File: src/rtl/sdhtx_pkg.sv
`default_nettype none
package sdhtx_pkg;

	// ********************************
	// Register map
	// ********************************
	localparam logic [7:0] ADDR_OH_MISC = 8'h15;
	localparam logic [7:0] ADDR_OFS_HI = 8'h16;
	localparam logic [7:0] ADDR_OFS_LO = 8'h17;
	localparam logic [7:0] ADDR_SBIT_EXP = 8'h1d;
	localparam logic [7:0] ADDR_C1_VAL = 8'h1e;
	localparam logic [7:0] ADDR_C2_EXP = 8'h1f;
	localparam logic [7:0] ADDR_MODE = 8'h20;
	localparam logic [7:0] ADDR_IRQ_STAT = 8'h21;
	localparam logic [7:0] ADDR_IRQ_MASK = 8'h22;
	localparam logic [7:0] REG_RESET = 8'h00;

	// ********************************
	// Field positions
	// ********************************
	localparam int MISC_SBIT_OFF = 4;
	localparam int MISC_SBIT_SEL = 3;
	localparam int MISC_ZERO = 2;
	localparam int MISC_C2_FIX_OFF = 1;
	localparam int MISC_SW_C1 = 0;
	localparam int HI_DELAY = 3;
	localparam int HI_AIS = 0;
	localparam int MODE_TOH_GEN = 0;
	localparam int MODE_POH_OFF = 1;
	localparam int MODE_TIMING = 2;
	localparam int IRQ_FRAME = 0;
	localparam int IRQ_SBIT = 1;
	localparam int IRQ_C2 = 2;
	localparam int IRQ_W = 3;

	// ********************************
	// Frame geometry and byte values
	// ********************************
	localparam logic [11:0] FRAME_LAST = 12'd2429;
	localparam logic [11:0] OFS_MAX = 12'd2429;
	localparam logic [11:0] FRAME_LEN = 12'd2430;
	localparam logic [8:0] ROW_LEN = 9'd270;
	localparam logic [8:0] TOH_COLS = 9'd9;
	localparam logic [11:0] C11_POS = 12'd6;
	localparam logic [11:0] A2_POS = 12'd3;
	localparam logic [7:0] C1_FIXED = 8'h01;
	localparam logic [7:0] C2_FIXED = 8'h01;
	localparam logic [1:0] SBIT_FIXED = 2'h2;
	localparam logic [7:0] A1_VAL = 8'hf6;
	localparam logic [7:0] A2_VAL = 8'h28;
	localparam logic [7:0] AIS_BYTE = 8'hff;
	localparam logic [7:0] ZERO_BYTE = 8'h00;

	typedef enum logic [2:0] {
		SDHTX_TM_DROP = 3'h1,
		SDHTX_TM_ADD = 3'h2,
		SDHTX_TM_EXT = 3'h4
	} sdhtx_timing_t;

	function automatic sdhtx_timing_t sdhtx_timing(input logic [1:0] f);
		case (f)
			2'h1: sdhtx_timing = SDHTX_TM_ADD;
			2'h2: sdhtx_timing = SDHTX_TM_EXT;
			default: sdhtx_timing = SDHTX_TM_DROP;
		endcase
	endfunction

endpackage
`default_nettype wire

File: src/rtl/sdhtx_frame_ctr.sv
`default_nettype none
module sdhtx_frame_ctr (
	// Clock and reset
	input wire logic sys_clk,
	input wire logic rst,
	// Frame reference
	input wire logic ext_frame_pulse_in,
	input wire logic comp_en,
	input wire logic [11:0] offset,
	// Position
	output logic [11:0] pos,
	output logic [8:0] col,
	output logic frame_start
);
	import sdhtx_pkg::*;

	typedef struct packed {
		logic [11:0] pos;
		logic [8:0] col;
		logic start;
	} sdhtx_ctr_t;

	sdhtx_ctr_t st, next_st;
	logic [11:0] eff_ofs;
	logic [12:0] load_sum;
	logic [11:0] load_pos;

	// Column by repeated subtraction; nine rows at most
	function automatic logic [8:0] col_of(input logic [11:0] p);
		logic [11:0] r;
		r = p;
		for (int i = 0; i < 8; i++) begin
			if (r >= {3'h0, ROW_LEN})
				r = r - {3'h0, ROW_LEN};
		end
		col_of = r[8:0];
	endfunction

	always_comb begin
		eff_ofs = 12'h000;
		if (comp_en && offset <= OFS_MAX)
			eff_ofs = offset;
		load_sum = {1'b0, C11_POS} + {1'b0, eff_ofs};
		if (load_sum > {1'b0, FRAME_LAST})
			load_pos = 12'(load_sum - {1'b0, FRAME_LEN});
		else
			load_pos = load_sum[11:0];
		next_st = st;
		next_st.start = 1'b0;
		if (ext_frame_pulse_in) begin
			// Pulse marks C11 plus the late offset, so the frame began earlier
			next_st.pos = load_pos;
			next_st.col = col_of(load_pos);
		end else if (st.pos == FRAME_LAST) begin
			next_st.pos = 12'h000;
			next_st.col = 9'h000;
			next_st.start = 1'b1;
		end else begin
			next_st.pos = st.pos + 12'h001;
			next_st.col = (st.col == ROW_LEN - 9'h001) ? 9'h000 : st.col + 9'h001;
		end
	end

	always_ff @(posedge sys_clk) begin
		if (rst)
			st <= '0;
		else
			st <= next_st;
	end

	assign pos = st.pos;
	assign col = st.col;
	assign frame_start = st.start;

	property p_pulse_load;
		@(posedge sys_clk) disable iff (rst)
		ext_frame_pulse_in && comp_en && offset == 12'h001 |=> pos == C11_POS + 12'h001;
	endproperty
	a_pulse_load: assert property (p_pulse_load) else $error("offset 1 not at second C1");

	property p_big_ofs;
		@(posedge sys_clk) disable iff (rst)
		ext_frame_pulse_in && (offset > OFS_MAX || !comp_en) |=> pos == C11_POS;
	endproperty
	a_big_ofs: assert property (p_big_ofs) else $error("offset not zeroed");

endmodule
`default_nettype wire

File: src/rtl/sdhtx_tx_mux.sv
`default_nettype none
module sdhtx_tx_mux (
	// Clock and reset
	input wire logic sys_clk,
	input wire logic rst,
	// Position
	input wire logic [11:0] pos,
	input wire logic [8:0] col,
	// Mapped stream
	input wire logic [7:0] mapped_byte,
	input wire logic mapped_is_poh,
	// Controls
	input wire logic toh_gen,
	input wire logic path_oh_insert_off,
	input wire logic unused_bytes_zero,
	input wire logic path_alarm_gen_on,
	input wire logic sw_c1_value_sel,
	input wire logic [7:0] sw_c1_value,
	// Add bus byte
	output logic [7:0] tx_byte,
	output logic tx_byte_oe
);
	import sdhtx_pkg::*;

	typedef struct packed {
		logic [7:0] data;
		logic oe;
	} sdhtx_mux_t;

	sdhtx_mux_t st, next_st;
	logic is_toh;
	logic gen_pos;

	always_comb begin
		is_toh = col < TOH_COLS;
		gen_pos = toh_gen && pos <= C11_POS;
		next_st.data = mapped_byte;
		next_st.oe = 1'b1;
		if (is_toh) begin
			if (gen_pos) begin
				if (pos == C11_POS)
					next_st.data = sw_c1_value_sel ? sw_c1_value : C1_FIXED;
				else
					next_st.data = (pos < A2_POS) ? A1_VAL : A2_VAL;
				if (path_alarm_gen_on)
					next_st.data = AIS_BYTE;
			end else begin
				next_st.data = ZERO_BYTE;
				next_st.oe = unused_bytes_zero;
			end
		end else if (path_alarm_gen_on && path_oh_insert_off) begin
			next_st.data = AIS_BYTE;
		end else if (mapped_is_poh && path_oh_insert_off) begin
			next_st.data = ZERO_BYTE;
			next_st.oe = unused_bytes_zero;
		end
	end

	always_ff @(posedge sys_clk) begin
		if (rst)
			st <= '0;
		else
			st <= next_st;
	end

	assign tx_byte = st.data;
	assign tx_byte_oe = st.oe;

	property p_ais;
		@(posedge sys_clk) disable iff (rst)
		path_alarm_gen_on && path_oh_insert_off && col >= TOH_COLS |=> tx_byte == AIS_BYTE;
	endproperty
	a_ais: assert property (p_ais) else $error("path AIS not all ones");

	property p_unused;
		@(posedge sys_clk) disable iff (rst)
		col < TOH_COLS && !toh_gen |=> tx_byte_oe == $past(unused_bytes_zero) && tx_byte == 8'h00;
	endproperty
	a_unused: assert property (p_unused) else $error("unused byte drive wrong");

	property p_c1;
		@(posedge sys_clk) disable iff (rst)
		toh_gen && pos == C11_POS && !path_alarm_gen_on && !sw_c1_value_sel
			|=> tx_byte == C1_FIXED;
	endproperty
	a_c1: assert property (p_c1) else $error("fixed C1 not sent");

	property p_normal;
		@(posedge sys_clk) disable iff (rst)
		!path_alarm_gen_on && col >= TOH_COLS && !mapped_is_poh
			|=> tx_byte == $past(mapped_byte);
	endproperty
	a_normal: assert property (p_normal) else $error("payload altered");

endmodule
`default_nettype wire

File: src/rtl/sdhtx_oh_ctrl.sv
// The address-and-strobe port was chosen for this implementation.
`default_nettype none
module sdhtx_oh_ctrl (
	// Clock and reset
	input wire logic sys_clk,
	input wire logic rst,
	// Register port
	input wire logic [7:0] reg_addr,
	input wire logic [7:0] reg_wdata,
	input wire logic reg_wr,
	input wire logic reg_rd,
	output logic [7:0] reg_rdata,
	output logic irq,
	// Pins
	input wire logic ptr_tracker_enable_pin,
	input wire logic ext_timing_enable_pin,
	input wire logic ext_frame_pulse_in,
	// Receive side
	input wire logic [7:0] rx_byte,
	input wire logic rx_h1_valid,
	input wire logic rx_c2_valid,
	output logic sbit_mismatch,
	output logic c2_mismatch,
	// Transmit side
	input wire logic [7:0] mapped_byte,
	input wire logic mapped_is_poh,
	output logic [7:0] tx_byte,
	output logic tx_byte_oe,
	output logic tx_frame_start
);
	import sdhtx_pkg::*;

	typedef struct packed {
		logic [7:0] misc;
		logic [7:0] ofs_hi;
		logic [7:0] ofs_lo;
		logic [1:0] sbit_exp;
		logic [7:0] c1_val;
		logic [7:0] c2_exp;
		logic [7:0] mode;
		logic [IRQ_W-1:0] irq_stat;
		logic [IRQ_W-1:0] irq_mask;
		logic [7:0] rdata;
		logic sbit_mis;
		logic c2_mis;
	} sdhtx_state_t;

	sdhtx_state_t st, next_st;
	sdhtx_timing_t timing;
	logic [11:0] offset;
	logic comp_en;
	logic toh_gen;
	logic sbit_chk;
	logic [1:0] sbit_ref;
	logic sbit_bad;
	logic c2_bad;
	logic [IRQ_W-1:0] events;
	logic frame_start;
	logic [11:0] pos;
	logic [8:0] col;

	// ********************************
	// Control decode
	// ********************************
	always_comb begin
		timing = sdhtx_timing(st.mode[MODE_TIMING +: 2]);
		offset = {st.ofs_hi[7:4], st.ofs_lo};
		comp_en = st.ofs_hi[HI_DELAY] && ext_timing_enable_pin && timing == SDHTX_TM_EXT;
		// Generation exists only in drop or external timing
		toh_gen = st.mode[MODE_TOH_GEN] && timing != SDHTX_TM_ADD;
		sbit_chk = ptr_tracker_enable_pin && !st.misc[MISC_SBIT_OFF];
		sbit_ref = st.misc[MISC_SBIT_SEL] ? st.sbit_exp : SBIT_FIXED;
		sbit_bad = rx_h1_valid && sbit_chk && rx_byte[3:2] != sbit_ref;
		// Either match clears the alarm unless the fixed compare is off
		c2_bad = rx_c2_valid && rx_byte != st.c2_exp
			&& (st.misc[MISC_C2_FIX_OFF] || rx_byte != C2_FIXED);
		events = '0;
		events[IRQ_FRAME] = frame_start;
		events[IRQ_SBIT] = sbit_bad;
		events[IRQ_C2] = c2_bad;
	end

	// ********************************
	// Register file and alarms
	// ********************************
	always_comb begin
		next_st = st;
		next_st.rdata = 8'h00;
		if (rx_h1_valid)
			next_st.sbit_mis = sbit_bad;
		if (rx_c2_valid)
			next_st.c2_mis = c2_bad;
		if (reg_wr) begin
			case (reg_addr)
				ADDR_OH_MISC: next_st.misc = reg_wdata;
				ADDR_OFS_HI: next_st.ofs_hi = reg_wdata;
				ADDR_OFS_LO: next_st.ofs_lo = reg_wdata;
				ADDR_SBIT_EXP: next_st.sbit_exp = reg_wdata[1:0];
				ADDR_C1_VAL: next_st.c1_val = reg_wdata;
				ADDR_C2_EXP: next_st.c2_exp = reg_wdata;
				ADDR_MODE: next_st.mode = reg_wdata;
				ADDR_IRQ_MASK: next_st.irq_mask = reg_wdata[IRQ_W-1:0];
				default: next_st.rdata = 8'h00;
			endcase
		end
		if (reg_rd) begin
			case (reg_addr)
				ADDR_OH_MISC: next_st.rdata = st.misc;
				ADDR_OFS_HI: next_st.rdata = st.ofs_hi;
				ADDR_OFS_LO: next_st.rdata = st.ofs_lo;
				ADDR_SBIT_EXP: next_st.rdata = {6'h00, st.sbit_exp};
				ADDR_C1_VAL: next_st.rdata = st.c1_val;
				ADDR_C2_EXP: next_st.rdata = st.c2_exp;
				ADDR_MODE: next_st.rdata = st.mode;
				ADDR_IRQ_STAT: begin
					next_st.rdata = {5'h00, st.irq_stat};
					next_st.irq_stat = '0;
				end
				ADDR_IRQ_MASK: next_st.rdata = {5'h00, st.irq_mask};
				default: next_st.rdata = 8'h00;
			endcase
		end
		// New events win over the read clear
		next_st.irq_stat = next_st.irq_stat | events;
	end

	always_ff @(posedge sys_clk) begin
		if (rst) begin
			st <= '0;
			st.misc <= REG_RESET;
			st.mode <= REG_RESET;
		end else begin
			st <= next_st;
		end
	end

	assign reg_rdata = st.rdata;
	assign irq = |(st.irq_stat & st.irq_mask);
	assign sbit_mismatch = st.sbit_mis;
	assign c2_mismatch = st.c2_mis;
	assign tx_frame_start = frame_start;

	// ********************************
	// Transmit timing and byte mux
	// ********************************
	sdhtx_frame_ctr u_ctr (
		.sys_clk(sys_clk),
		.rst(rst),
		.ext_frame_pulse_in(ext_frame_pulse_in),
		.comp_en(comp_en),
		.offset(offset),
		.pos(pos),
		.col(col),
		.frame_start(frame_start)
	);

	sdhtx_tx_mux u_mux (
		.sys_clk(sys_clk),
		.rst(rst),
		.pos(pos),
		.col(col),
		.mapped_byte(mapped_byte),
		.mapped_is_poh(mapped_is_poh),
		.toh_gen(toh_gen),
		.path_oh_insert_off(st.mode[MODE_POH_OFF]),
		.unused_bytes_zero(st.misc[MISC_ZERO]),
		.path_alarm_gen_on(st.ofs_hi[HI_AIS]),
		.sw_c1_value_sel(st.misc[MISC_SW_C1]),
		.sw_c1_value(st.c1_val),
		.tx_byte(tx_byte),
		.tx_byte_oe(tx_byte_oe)
	);

	// ********************************
	// Checks
	// ********************************
	property p_sbit_gate;
		@(posedge sys_clk) disable iff (rst)
		rx_h1_valid && !ptr_tracker_enable_pin |=> !sbit_mismatch;
	endproperty
	a_sbit_gate: assert property (p_sbit_gate) else $error("S-bit check without tracker");

	property p_sbit_fixed;
		@(posedge sys_clk) disable iff (rst)
		rx_h1_valid && ptr_tracker_enable_pin && !st.misc[MISC_SBIT_OFF]
			&& !st.misc[MISC_SBIT_SEL] |=> sbit_mismatch == ($past(rx_byte[3:2]) != 2'h2);
	endproperty
	a_sbit_fixed: assert property (p_sbit_fixed) else $error("S-bit fixed compare wrong");

	property p_c2_only_sw;
		@(posedge sys_clk) disable iff (rst)
		rx_c2_valid && st.misc[MISC_C2_FIX_OFF] && rx_byte == 8'h01 && st.c2_exp != 8'h01
			|=> c2_mismatch;
	endproperty
	a_c2_only_sw: assert property (p_c2_only_sw) else $error("fixed C2 still accepted");

	property p_ofs_split;
		@(posedge sys_clk) disable iff (rst)
		reg_wr && reg_addr == ADDR_OFS_LO |=> offset[7:0] == $past(reg_wdata);
	endproperty
	a_ofs_split: assert property (p_ofs_split) else $error("offset low byte wrong");

	property p_irq_sticky;
		@(posedge sys_clk) disable iff (rst)
		c2_bad && st.irq_mask[IRQ_C2] |=> irq && st.irq_stat[IRQ_C2];
	endproperty
	a_irq_sticky: assert property (p_irq_sticky) else $error("interrupt not raised");

	property p_sbit_off;
		@(posedge sys_clk) disable iff (rst)
		rx_h1_valid && st.misc[MISC_SBIT_OFF] |=> !sbit_mismatch;
	endproperty
	a_sbit_off: assert property (p_sbit_off) else $error("S-bit checked while off");

	property p_sbit_sw;
		@(posedge sys_clk) disable iff (rst)
		rx_h1_valid && ptr_tracker_enable_pin && !st.misc[MISC_SBIT_OFF]
			&& st.misc[MISC_SBIT_SEL]
			|=> sbit_mismatch == ($past(rx_byte[3:2]) != $past(st.sbit_exp));
	endproperty
	a_sbit_sw: assert property (p_sbit_sw) else $error("S-bit software compare wrong");

	property p_sbit_hold;
		@(posedge sys_clk) disable iff (rst)
		!rx_h1_valid |=> $stable(sbit_mismatch);
	endproperty
	a_sbit_hold: assert property (p_sbit_hold) else $error("S-bit result moved without H1");

	property p_c2_fixed_ok;
		@(posedge sys_clk) disable iff (rst)
		rx_c2_valid && !st.misc[MISC_C2_FIX_OFF] && rx_byte == C2_FIXED |=> !c2_mismatch;
	endproperty
	a_c2_fixed_ok: assert property (p_c2_fixed_ok) else $error("fixed C2 rejected");

	property p_c2_sw_ok;
		@(posedge sys_clk) disable iff (rst)
		rx_c2_valid && rx_byte == st.c2_exp |=> !c2_mismatch;
	endproperty
	a_c2_sw_ok: assert property (p_c2_sw_ok) else $error("expected C2 rejected");

	property p_c2_bad;
		@(posedge sys_clk) disable iff (rst)
		rx_c2_valid && rx_byte != st.c2_exp && rx_byte != C2_FIXED |=> c2_mismatch;
	endproperty
	a_c2_bad: assert property (p_c2_bad) else $error("C2 mismatch missed");

	property p_comp_pin;
		@(posedge sys_clk) disable iff (rst)
		!ext_timing_enable_pin |-> !comp_en;
	endproperty
	a_comp_pin: assert property (p_comp_pin) else $error("offset used with pin low");

	property p_comp_mode;
		@(posedge sys_clk) disable iff (rst)
		st.mode[MODE_TIMING +: 2] != 2'h2 |-> !comp_en;
	endproperty
	a_comp_mode: assert property (p_comp_mode) else $error("offset used off ext timing");

	property p_ofs_hi;
		@(posedge sys_clk) disable iff (rst)
		reg_wr && reg_addr == ADDR_OFS_HI |=> offset[11:8] == $past(reg_wdata[7:4]);
	endproperty
	a_ofs_hi: assert property (p_ofs_hi) else $error("offset top nibble wrong");

	property p_toh_add;
		@(posedge sys_clk) disable iff (rst)
		st.mode[MODE_TIMING +: 2] == 2'h1 |-> !toh_gen;
	endproperty
	a_toh_add: assert property (p_toh_add) else $error("overhead made in add timing");

	property p_rdata_idle;
		@(posedge sys_clk) disable iff (rst)
		!reg_rd |=> reg_rdata == 8'h00;
	endproperty
	a_rdata_idle: assert property (p_rdata_idle) else $error("read data without read");

	property p_unmapped;
		@(posedge sys_clk) disable iff (rst)
		reg_rd && reg_addr > ADDR_IRQ_MASK |=> reg_rdata == 8'h00;
	endproperty
	a_unmapped: assert property (p_unmapped) else $error("unmapped read not zero");

	property p_stat_clear;
		@(posedge sys_clk) disable iff (rst)
		reg_rd && reg_addr == ADDR_IRQ_STAT && events == '0 |=> st.irq_stat == '0;
	endproperty
	a_stat_clear: assert property (p_stat_clear) else $error("status not cleared by read");

	property p_event_wins;
		@(posedge sys_clk) disable iff (rst)
		c2_bad |=> st.irq_stat[IRQ_C2];
	endproperty
	a_event_wins: assert property (p_event_wins) else $error("C2 event lost");

	property p_irq_masked;
		@(posedge sys_clk) disable iff (rst)
		st.irq_mask == '0 |-> !irq;
	endproperty
	a_irq_masked: assert property (p_irq_masked) else $error("interrupt with all masked");

endmodule
`default_nettype wire

File: config.mk
export PLATFORM = sky130hd
export DESIGN_NAME = sdhtx_oh_ctrl
export DESIGN_NICKNAME = d
export VERILOG_FILES = /design/src/rtl/sdhtx_pkg.sv /design/src/rtl/sdhtx_frame_ctr.sv /design/src/rtl/sdhtx_tx_mux.sv /design/src/rtl/sdhtx_oh_ctrl.sv
export SDC_FILE = /design/constraint.sdc
export NUM_CORES = 1
export LEC_CHECK = 0
export BUFFER_PORTS_ARGS = -buffer_cell sky130_fd_sc_hd__buf_2
export CORE_MARGIN = 1.5
export CORE_UTILIZATION = 30
export CTS_CLUSTER_DIAMETER = 80
export DETAILED_ROUTE_END_ITERATION = 8
export PLACE_DENSITY_LB_ADDON = 0.12
export SLEW_MARGIN = 20
export SYNTH_ARGS = -nofsm -noshare
export SYNTH_HDL_FRONTEND = slang
export SYNTH_SLANG_ARGS = --single-unit
File: constraint.sdc
create_clock -name sys_clk -period 16.8 [get_ports sys_clk]
set_input_delay 0.84 -clock sys_clk [delete_from_list [all_inputs] [get_ports sys_clk]]
set_output_delay 0.84 -clock sys_clk [all_outputs]
set_load 0.05 [all_outputs]
* Yosys cells after proc, flatten, opt, wreduce, memory -nomap -nowiden
Index checks and enable logic that the tools add are counted.
Storage, ports and cells: register bits 97, output and inout port bits 21
Cells by class: add/sub/neg operators 12, $lt $le $gt $ge 13, equal/unequal tests 19, mux-type cells 37, bitwise operators 2, reduce and logical (&&, ||, !) cells 24
Operator list (count):
- 2-to-1 mux 12 bit | 16
- greater-or-equal comparator 12 x 9 -> 1 bit, second input constant | 8
- subtractor 12 x 9 -> 12 bit, second input constant | 7
- one-hot mux 8 bit (9 select lines) | 1
- 2-to-1 mux 8 bit | 7
- == test 8 x 5 -> 1 bit, second input constant | 6
- 2-to-1 mux 21 bit | 2
- 2-to-1 mux 9 bit | 4
- == test 8 x 6 -> 1 bit, second input constant | 3
- AND reduction 2 bit | 8
- adder 3 x 12 -> 13 bit, first input constant | 1
- greater-than comparator 13 x 12 -> 1 bit, second input constant | 1
- adder 12 x 1 -> 12 bit, second input constant | 1
- == test 12 bit, second input constant | 1
- == test 12 x 3 -> 1 bit, second input constant | 1
- <= comparator 12 bit, second input constant | 1
- <= comparator 12 x 3 -> 1 bit, second input constant | 1
- logical AND 1 bit | 12
- less-than comparator 12 x 2 -> 1 bit, second input constant | 1
- subtractor 12 bit, second input constant | 1
- adder 9 x 1 -> 9 bit, second input constant | 1
- == test 9 bit, second input constant | 1
- less-than comparator 9 x 4 -> 1 bit, second input constant | 1
- subtractor 9 bit, second input constant | 1
- other kinds (17) | 20

* Depth between registers and ports, before layout
depth in word-level cells 33, depth in mapped cells 71, mapped depth without buffers 67

* By module
Synthesis repeated with hierarchy kept, for this count alone.
Second synthesis, totals: cells, all modules 1255, area, all modules 9898.2 sq um
Modules (own cells, without submodules):
- sdhtx_frame_ctr | instances 1, cells an instance 845, area an instance 6144.6 sq um, sequential area each 440.4 sq um
- sdhtx_oh_ctrl | instances 1, cells an instance 339, area an instance 3201.8 sq um, sequential area each 1321.3 sq um
- sdhtx_tx_mux | instances 1, cells an instance 71, area an instance 551.8 sq um, sequential area each 180.2 sq um

* Worst setup path before layout
No wires, ideal clock.
path kind register -> register, start reg st (netlist bit offset[10]), end reg u_ctr.st (netlist bit u_ctr.col[4]), data arrival time 14.278 ns, required time 16.673 ns, path slack 2.395 ns, cell stages (with the launch flop) 66, cell sequence dfxtp_1 buf_2 or2_1 or4_4 and2_1 buf_6 nand2_1 ha_1 buf_1 and3b_1 a21o_1 a211oi_1 a211oi_1 o21ai_0 ha_1 inv_1 a211oi_4 nand4_1 [30 not listed] o211ai_2 xnor2_1 ha_1 nand2b_1 o41ai_1 nor2_1 xnor2_1 ha_1 inv_1 a311oi_4 a311oi_1 and2_1 buf_6 o211a_1 o31a_1 nor2_2 o32a_1 or3b_1
On the way: word-level cells in the longest chain between the ends 30
Ends and longest elaborated chain:
- start, declared | RTL line sdhtx_oh_ctrl.sv:48 | sdhtx_state_t st, next_st;
- start signal, assigned | RTL line sdhtx_oh_ctrl.sv:133 | st <= next_st;
- <= comparator 12 bit | RTL line sdhtx_frame_ctr.sv:41 | if (comp_en && offset <= OFS_MAX)
- logical AND 1 bit | RTL line sdhtx_frame_ctr.sv:41
- 2-to-1 mux 12 bit * | RTL line sdhtx_frame_ctr.sv:41
- adder 3 x 12 -> 13 bit * | RTL line sdhtx_frame_ctr.sv:43 | load_sum = {1'b0, C11_POS} + {1'b0, eff_ofs};
- subtractor 12 bit / greater-than comparator 13 x 12 -> 1 bit (equally long branches) | RTL line sdhtx_frame_ctr.sv:45, sdhtx_frame_ctr.sv:44
- 2-to-1 mux 12 bit * | RTL line sdhtx_frame_ctr.sv:44 | if (load_sum > {1'b0, FRAME_LAST})
- subtractor 12 x 9 -> 12 bit / greater-or-equal comparator 12 x 9 -> 1 bit (equally long branches) | RTL line sdhtx_frame_ctr.sv:34, sdhtx_frame_ctr.sv:33
- 2-to-1 mux 12 bit * | RTL line sdhtx_frame_ctr.sv:33 | if (r >= {3'h0, ROW_LEN})
- [14 not listed]
- 2-to-1 mux 12 bit * | RTL line sdhtx_frame_ctr.sv:33
- 2-to-1 mux 12 bit * | RTL line sdhtx_frame_ctr.sv:50 | if (ext_frame_pulse_in) begin
- subtractor 12 x 9 -> 12 bit / greater-or-equal comparator 12 x 9 -> 1 bit (equally long branches) | RTL line sdhtx_frame_ctr.sv:34, sdhtx_frame_ctr.sv:33
- 2-to-1 mux 12 bit * | RTL line sdhtx_frame_ctr.sv:33
- 2-to-1 mux 12 bit * | RTL line sdhtx_frame_ctr.sv:50
- greater-or-equal comparator 12 x 9 -> 1 bit / subtractor 9 bit (equally long branches) | RTL line sdhtx_frame_ctr.sv:33, sdhtx_frame_ctr.sv:34
- 2-to-1 mux 9 bit * | RTL line sdhtx_frame_ctr.sv:33
- 2-to-1 mux 21 bit * | RTL line sdhtx_frame_ctr.sv:50
- end signal, assigned | RTL line sdhtx_frame_ctr.sv:68 | st <= next_st;
- end, declared | RTL line sdhtx_frame_ctr.sv:23 | sdhtx_ctr_t st, next_st;
Mark *: on every way between the ends. The rest lies on a longest branch, timed or not. The select of a mux whose other input is x is not followed. A chain may end at the register's enable or synchronous reset.

* Final worst setup path
start reg st (netlist bit offset[3]), end reg u_ctr.st (netlist bit u_ctr.col[4])
Same word-level chain as after synthesis.

==> impl_metrics.py <==
metrics = {
    "timing": {
        "max_freq_mhz": 63.78,
        "finalSetupViolations": 0,
        "fin_crit_sh_pct": 93.33,
        "skew_ns": 0.008449,
        "fin_tns_setup_ns": 0,
        "slew_headroom_pct": 36.99,
        "rsz0062_at_grt": "no",
        "min_period_ns": 15.68,
        "hold_viol": 0,
        "worst_pin_slew_ns": 0.9379,
        "report.final.slew_viol_count": 0,
    },
    "clock_network": {
        "clk_pin_slew_ns": 0.07,
        "clock_path_buffers": 2,
        "clock-sinks": 97,
        "cts_tree": "done",
        "cts_buffers": 9,
        "post_cts_resize_count": 0,
        "cts_hold_buf": 0,
        "cts_root_buf": "clkbuf_16",
        "h-tree-depth": 3,
        "clock_latency_ns": 0.35,
        "cts_setup_buffers": 0,
    },
    "critical_path": {
        "arrival_ns": 15.91,
        "critPathKind": "reg -> reg",
        "cp.required_ns": 17.03,
        "cp-start-kind": "flop",
        "cp-end-kind": "flop",
        "crit_top_cell": "inv_1",
        "max_stage_delay_ns": 0.60,
        "cp_slowest_cell": "or4_4",
        "path_max_fanout": 15,
    },
    "floorplan": {
        "die_w_um": 185.0,
        "core_um2": 32540,
        "core.rowCount": 66,
        "pin_count": 63,
        "dieArea_um2": 34230,
        "die_h_um": 185.0,
        "initial_core_util_pct": 30.55,
    },
    "power_and_ir_drop": {
        "peakVddDrop_uv": 42.67,
        "power_density_nw_per_um2": 42.91,
        "p_leak_uw": 0.003963,
    },
    "logic_synthesis": {
        "synthMostInstantiatedCell": "nand2_1",
        "synth_area_um2": 9938,
        "ys_warn_count": 0,
        "synthFlopType": "dfxtp_1",
        "yosysUniqueCellTypes": 122,
        "synth_edf_count": 0,
        "syn-num-nets": 1421,
        "synth-seq-cells": 97,
        "yosys.area.top_type": "dfxtp_1",
        "syn_inst": 1364,
        "synthTopCellsByArea": "dfxtp_1, a21oi_1, nand2_1, nand3_1, xnor2_1",
        "synth_top_area_share_pct": 19.54,
        "seq_area_frac_synth_pct": 19.54,
        "yosys-top-cells-count": "nand2_1, a21oi_1, nor2_1, nand3_1, dfxtp_1",
        "synth_area_per_cell_um2": 7.286,
        "synthArstFlopShare_pct": 0,
    },
    "place": {
        "globalplace.congestion": 0.8740,
        "place_hpwl_mm": 26.65,
        "place_area_um2": 10610,
        "port-buffer-count": 62,
    },
    "detailed_routing": {
        "drcViolationCount": 0,
        "drtAntennaViolNets": 0,
        "wl_per_cell_um": 19.20,
        "drtIter0Drc": 1129,
        "vias": 10730,
        "totalWireLength_mm": 35.18,
        "via_per_inst": 5.857,
        "drt_pass1_iterations": 5,
    },
    "grt": {
        "grt_max_degree": 82,
        "overflow": 0,
        "antenna_found_initial": 0,
        "grt_util_all_layers_pct": 20.46,
        "grt_pass1_vias": 10070,
        "grt_pass1_wl_mm": 56.08,
    },
    "layout": {
        "area_delta_synth_final_pct": 10.12,
        "fill_cells": 3560,
        "drive_gt1_share_pct": 14.03,
        "finalInstanceArea_um2": 10940,
        "diodes": 0,
        "finalNetCount": 1442,
    },
    "run": {
        "max_cap_viol_count": 0,
    },
    "outcome": {
        "status": "complete, no violations",
    },
    "hold_path": {
        "holdCritPathClass": "reg -> reg",
    },
}
==> report_power, final <==
part	total [uW]	internal, uW	switching (uW)
Sequential	234	232	2.71
Combinational	31.4	10.4	21.0
Clock	204	109	94.2
Total	470	352	118
==> per-layer routing <==
layer / up-vias / global-route usage [%] / wire, um
met2: 327 / 33.49 / 16040
met1: 5129 / 28.91 / 17040
li1: 5242 / - / -
met5: - / 0 / 0
met3: 32 / 1.671 / 1594
met4: 0 / 4.878 / 512
==> cells by family (layout without fill, tap and decap cells) <==
group	Yosys count	after routing	synth area share, %
simple gates	567	567	29.11
fa+ha+maj	15	15	1.888
xor+xnor	73	73	6.698
compound gates	478	478	35.20
buf+inv	110	136	4.998
mux	24	24	2.568
flops	97	97	19.54
==> worst max-delay path, delay by kind of cell, from the launching register on <==
kind / cells / cell delay (ns)
buffers and inverters: 8 / 1.02
adders and majority gates: 8 / 2.24
and+or+nand+nor: 18 / 4.37
xor gates and xnor gates: 7 / 2.01
AOI/OAI and AO/OA: 21 / 5.43
DFF: 1 / 0.48
==> cell type report <==
cell class              instances  area [um2]  share of cell area (%)
multi-input cells            1157        7550                   68.98
well taps                     442       553.0                   5.053
clock buffers                  11       252.7                   2.309
repair buffers                 82       460.4                   4.207
clock inverters                 5       38.79                  0.3544
flip-flops and latches         97        1947                   17.79
inverters                      38       142.6                   1.303
==> sequential cells by signal, summed over array words and instances, names as in the netlist <==
register,flops
u_mux.tx_byte,8
st,44
u_ctr.col,9
offset,12
reg_rdata,8
sbit_mismatch,1
u_ctr.pos,12
u_ctr.frame_start,1
c2_mismatch,1
u_mux.tx_byte_oe,1
==> path summary, 6_finish.rpt <==
kind,slack [ns],end,from,depth (start not counted)
worst max-delay path,1.12,u_ctr.col[4]$_SDFF_PP0_,offset[3]$_SDFFE_PP0P_,62
worst min-delay path,0.46,st[64]$_SDFFE_PP0P_,st[64]$_SDFFE_PP0P_,2
worst min register to register,0.46,st[64]$_SDFFE_PP0P_,st[64]$_SDFFE_PP0P_,2
worst max register to register,1.12,u_ctr.col[4]$_SDFF_PP0_,offset[3]$_SDFFE_PP0P_,62
==> placed cells by master, fill, tap and decap left out, types with 14 or more instances in the layout <==
| cell type | count |
|---|---|
| and2_1 | 15 |
| nand4_1 | 23 |
| nand3_1 | 99 |
| xnor2_1 | 46 |
| nand2b_1 | 14 |
| mux2i_1 | 14 |
| a211oi_1 | 16 |
| nor3_1 | 49 |
| nand2_1 | 156 |
| buf_4 | 20 |
| xor2_1 | 24 |
| buf_2 | 62 |
| a31oi_1 | 21 |
| ha_1 | 14 |
| a21o_1 | 16 |
| o22ai_1 | 14 |
| nor2_1 | 100 |
| inv_1 | 37 |
| a21oi_1 | 135 |
| dfxtp_1 | 93 |
| and3_1 | 16 |
| a22oi_1 | 32 |
| o21ai_0 | 43 |
| o21ai_1 | 16 |
==> metrics by stage <==
stage	instances	power (uW)	hold slack (ns)	setup slack (ns)	utilization, %
floorplan	1364	257.5	0.4360	2.395	-
global placement	1816	271.5	0.4431	1.007	32.60
detailed placement	1816	271.2	0.4467	0.4398	32.60
CTS	1832	475.5	0.4559	0.4091	33.50
global route	1832	488.0	0.4714	0.06264	33.64
finish	1832	469.6	0.4560	1.121	33.64
(Power assumes the default switching activity.)
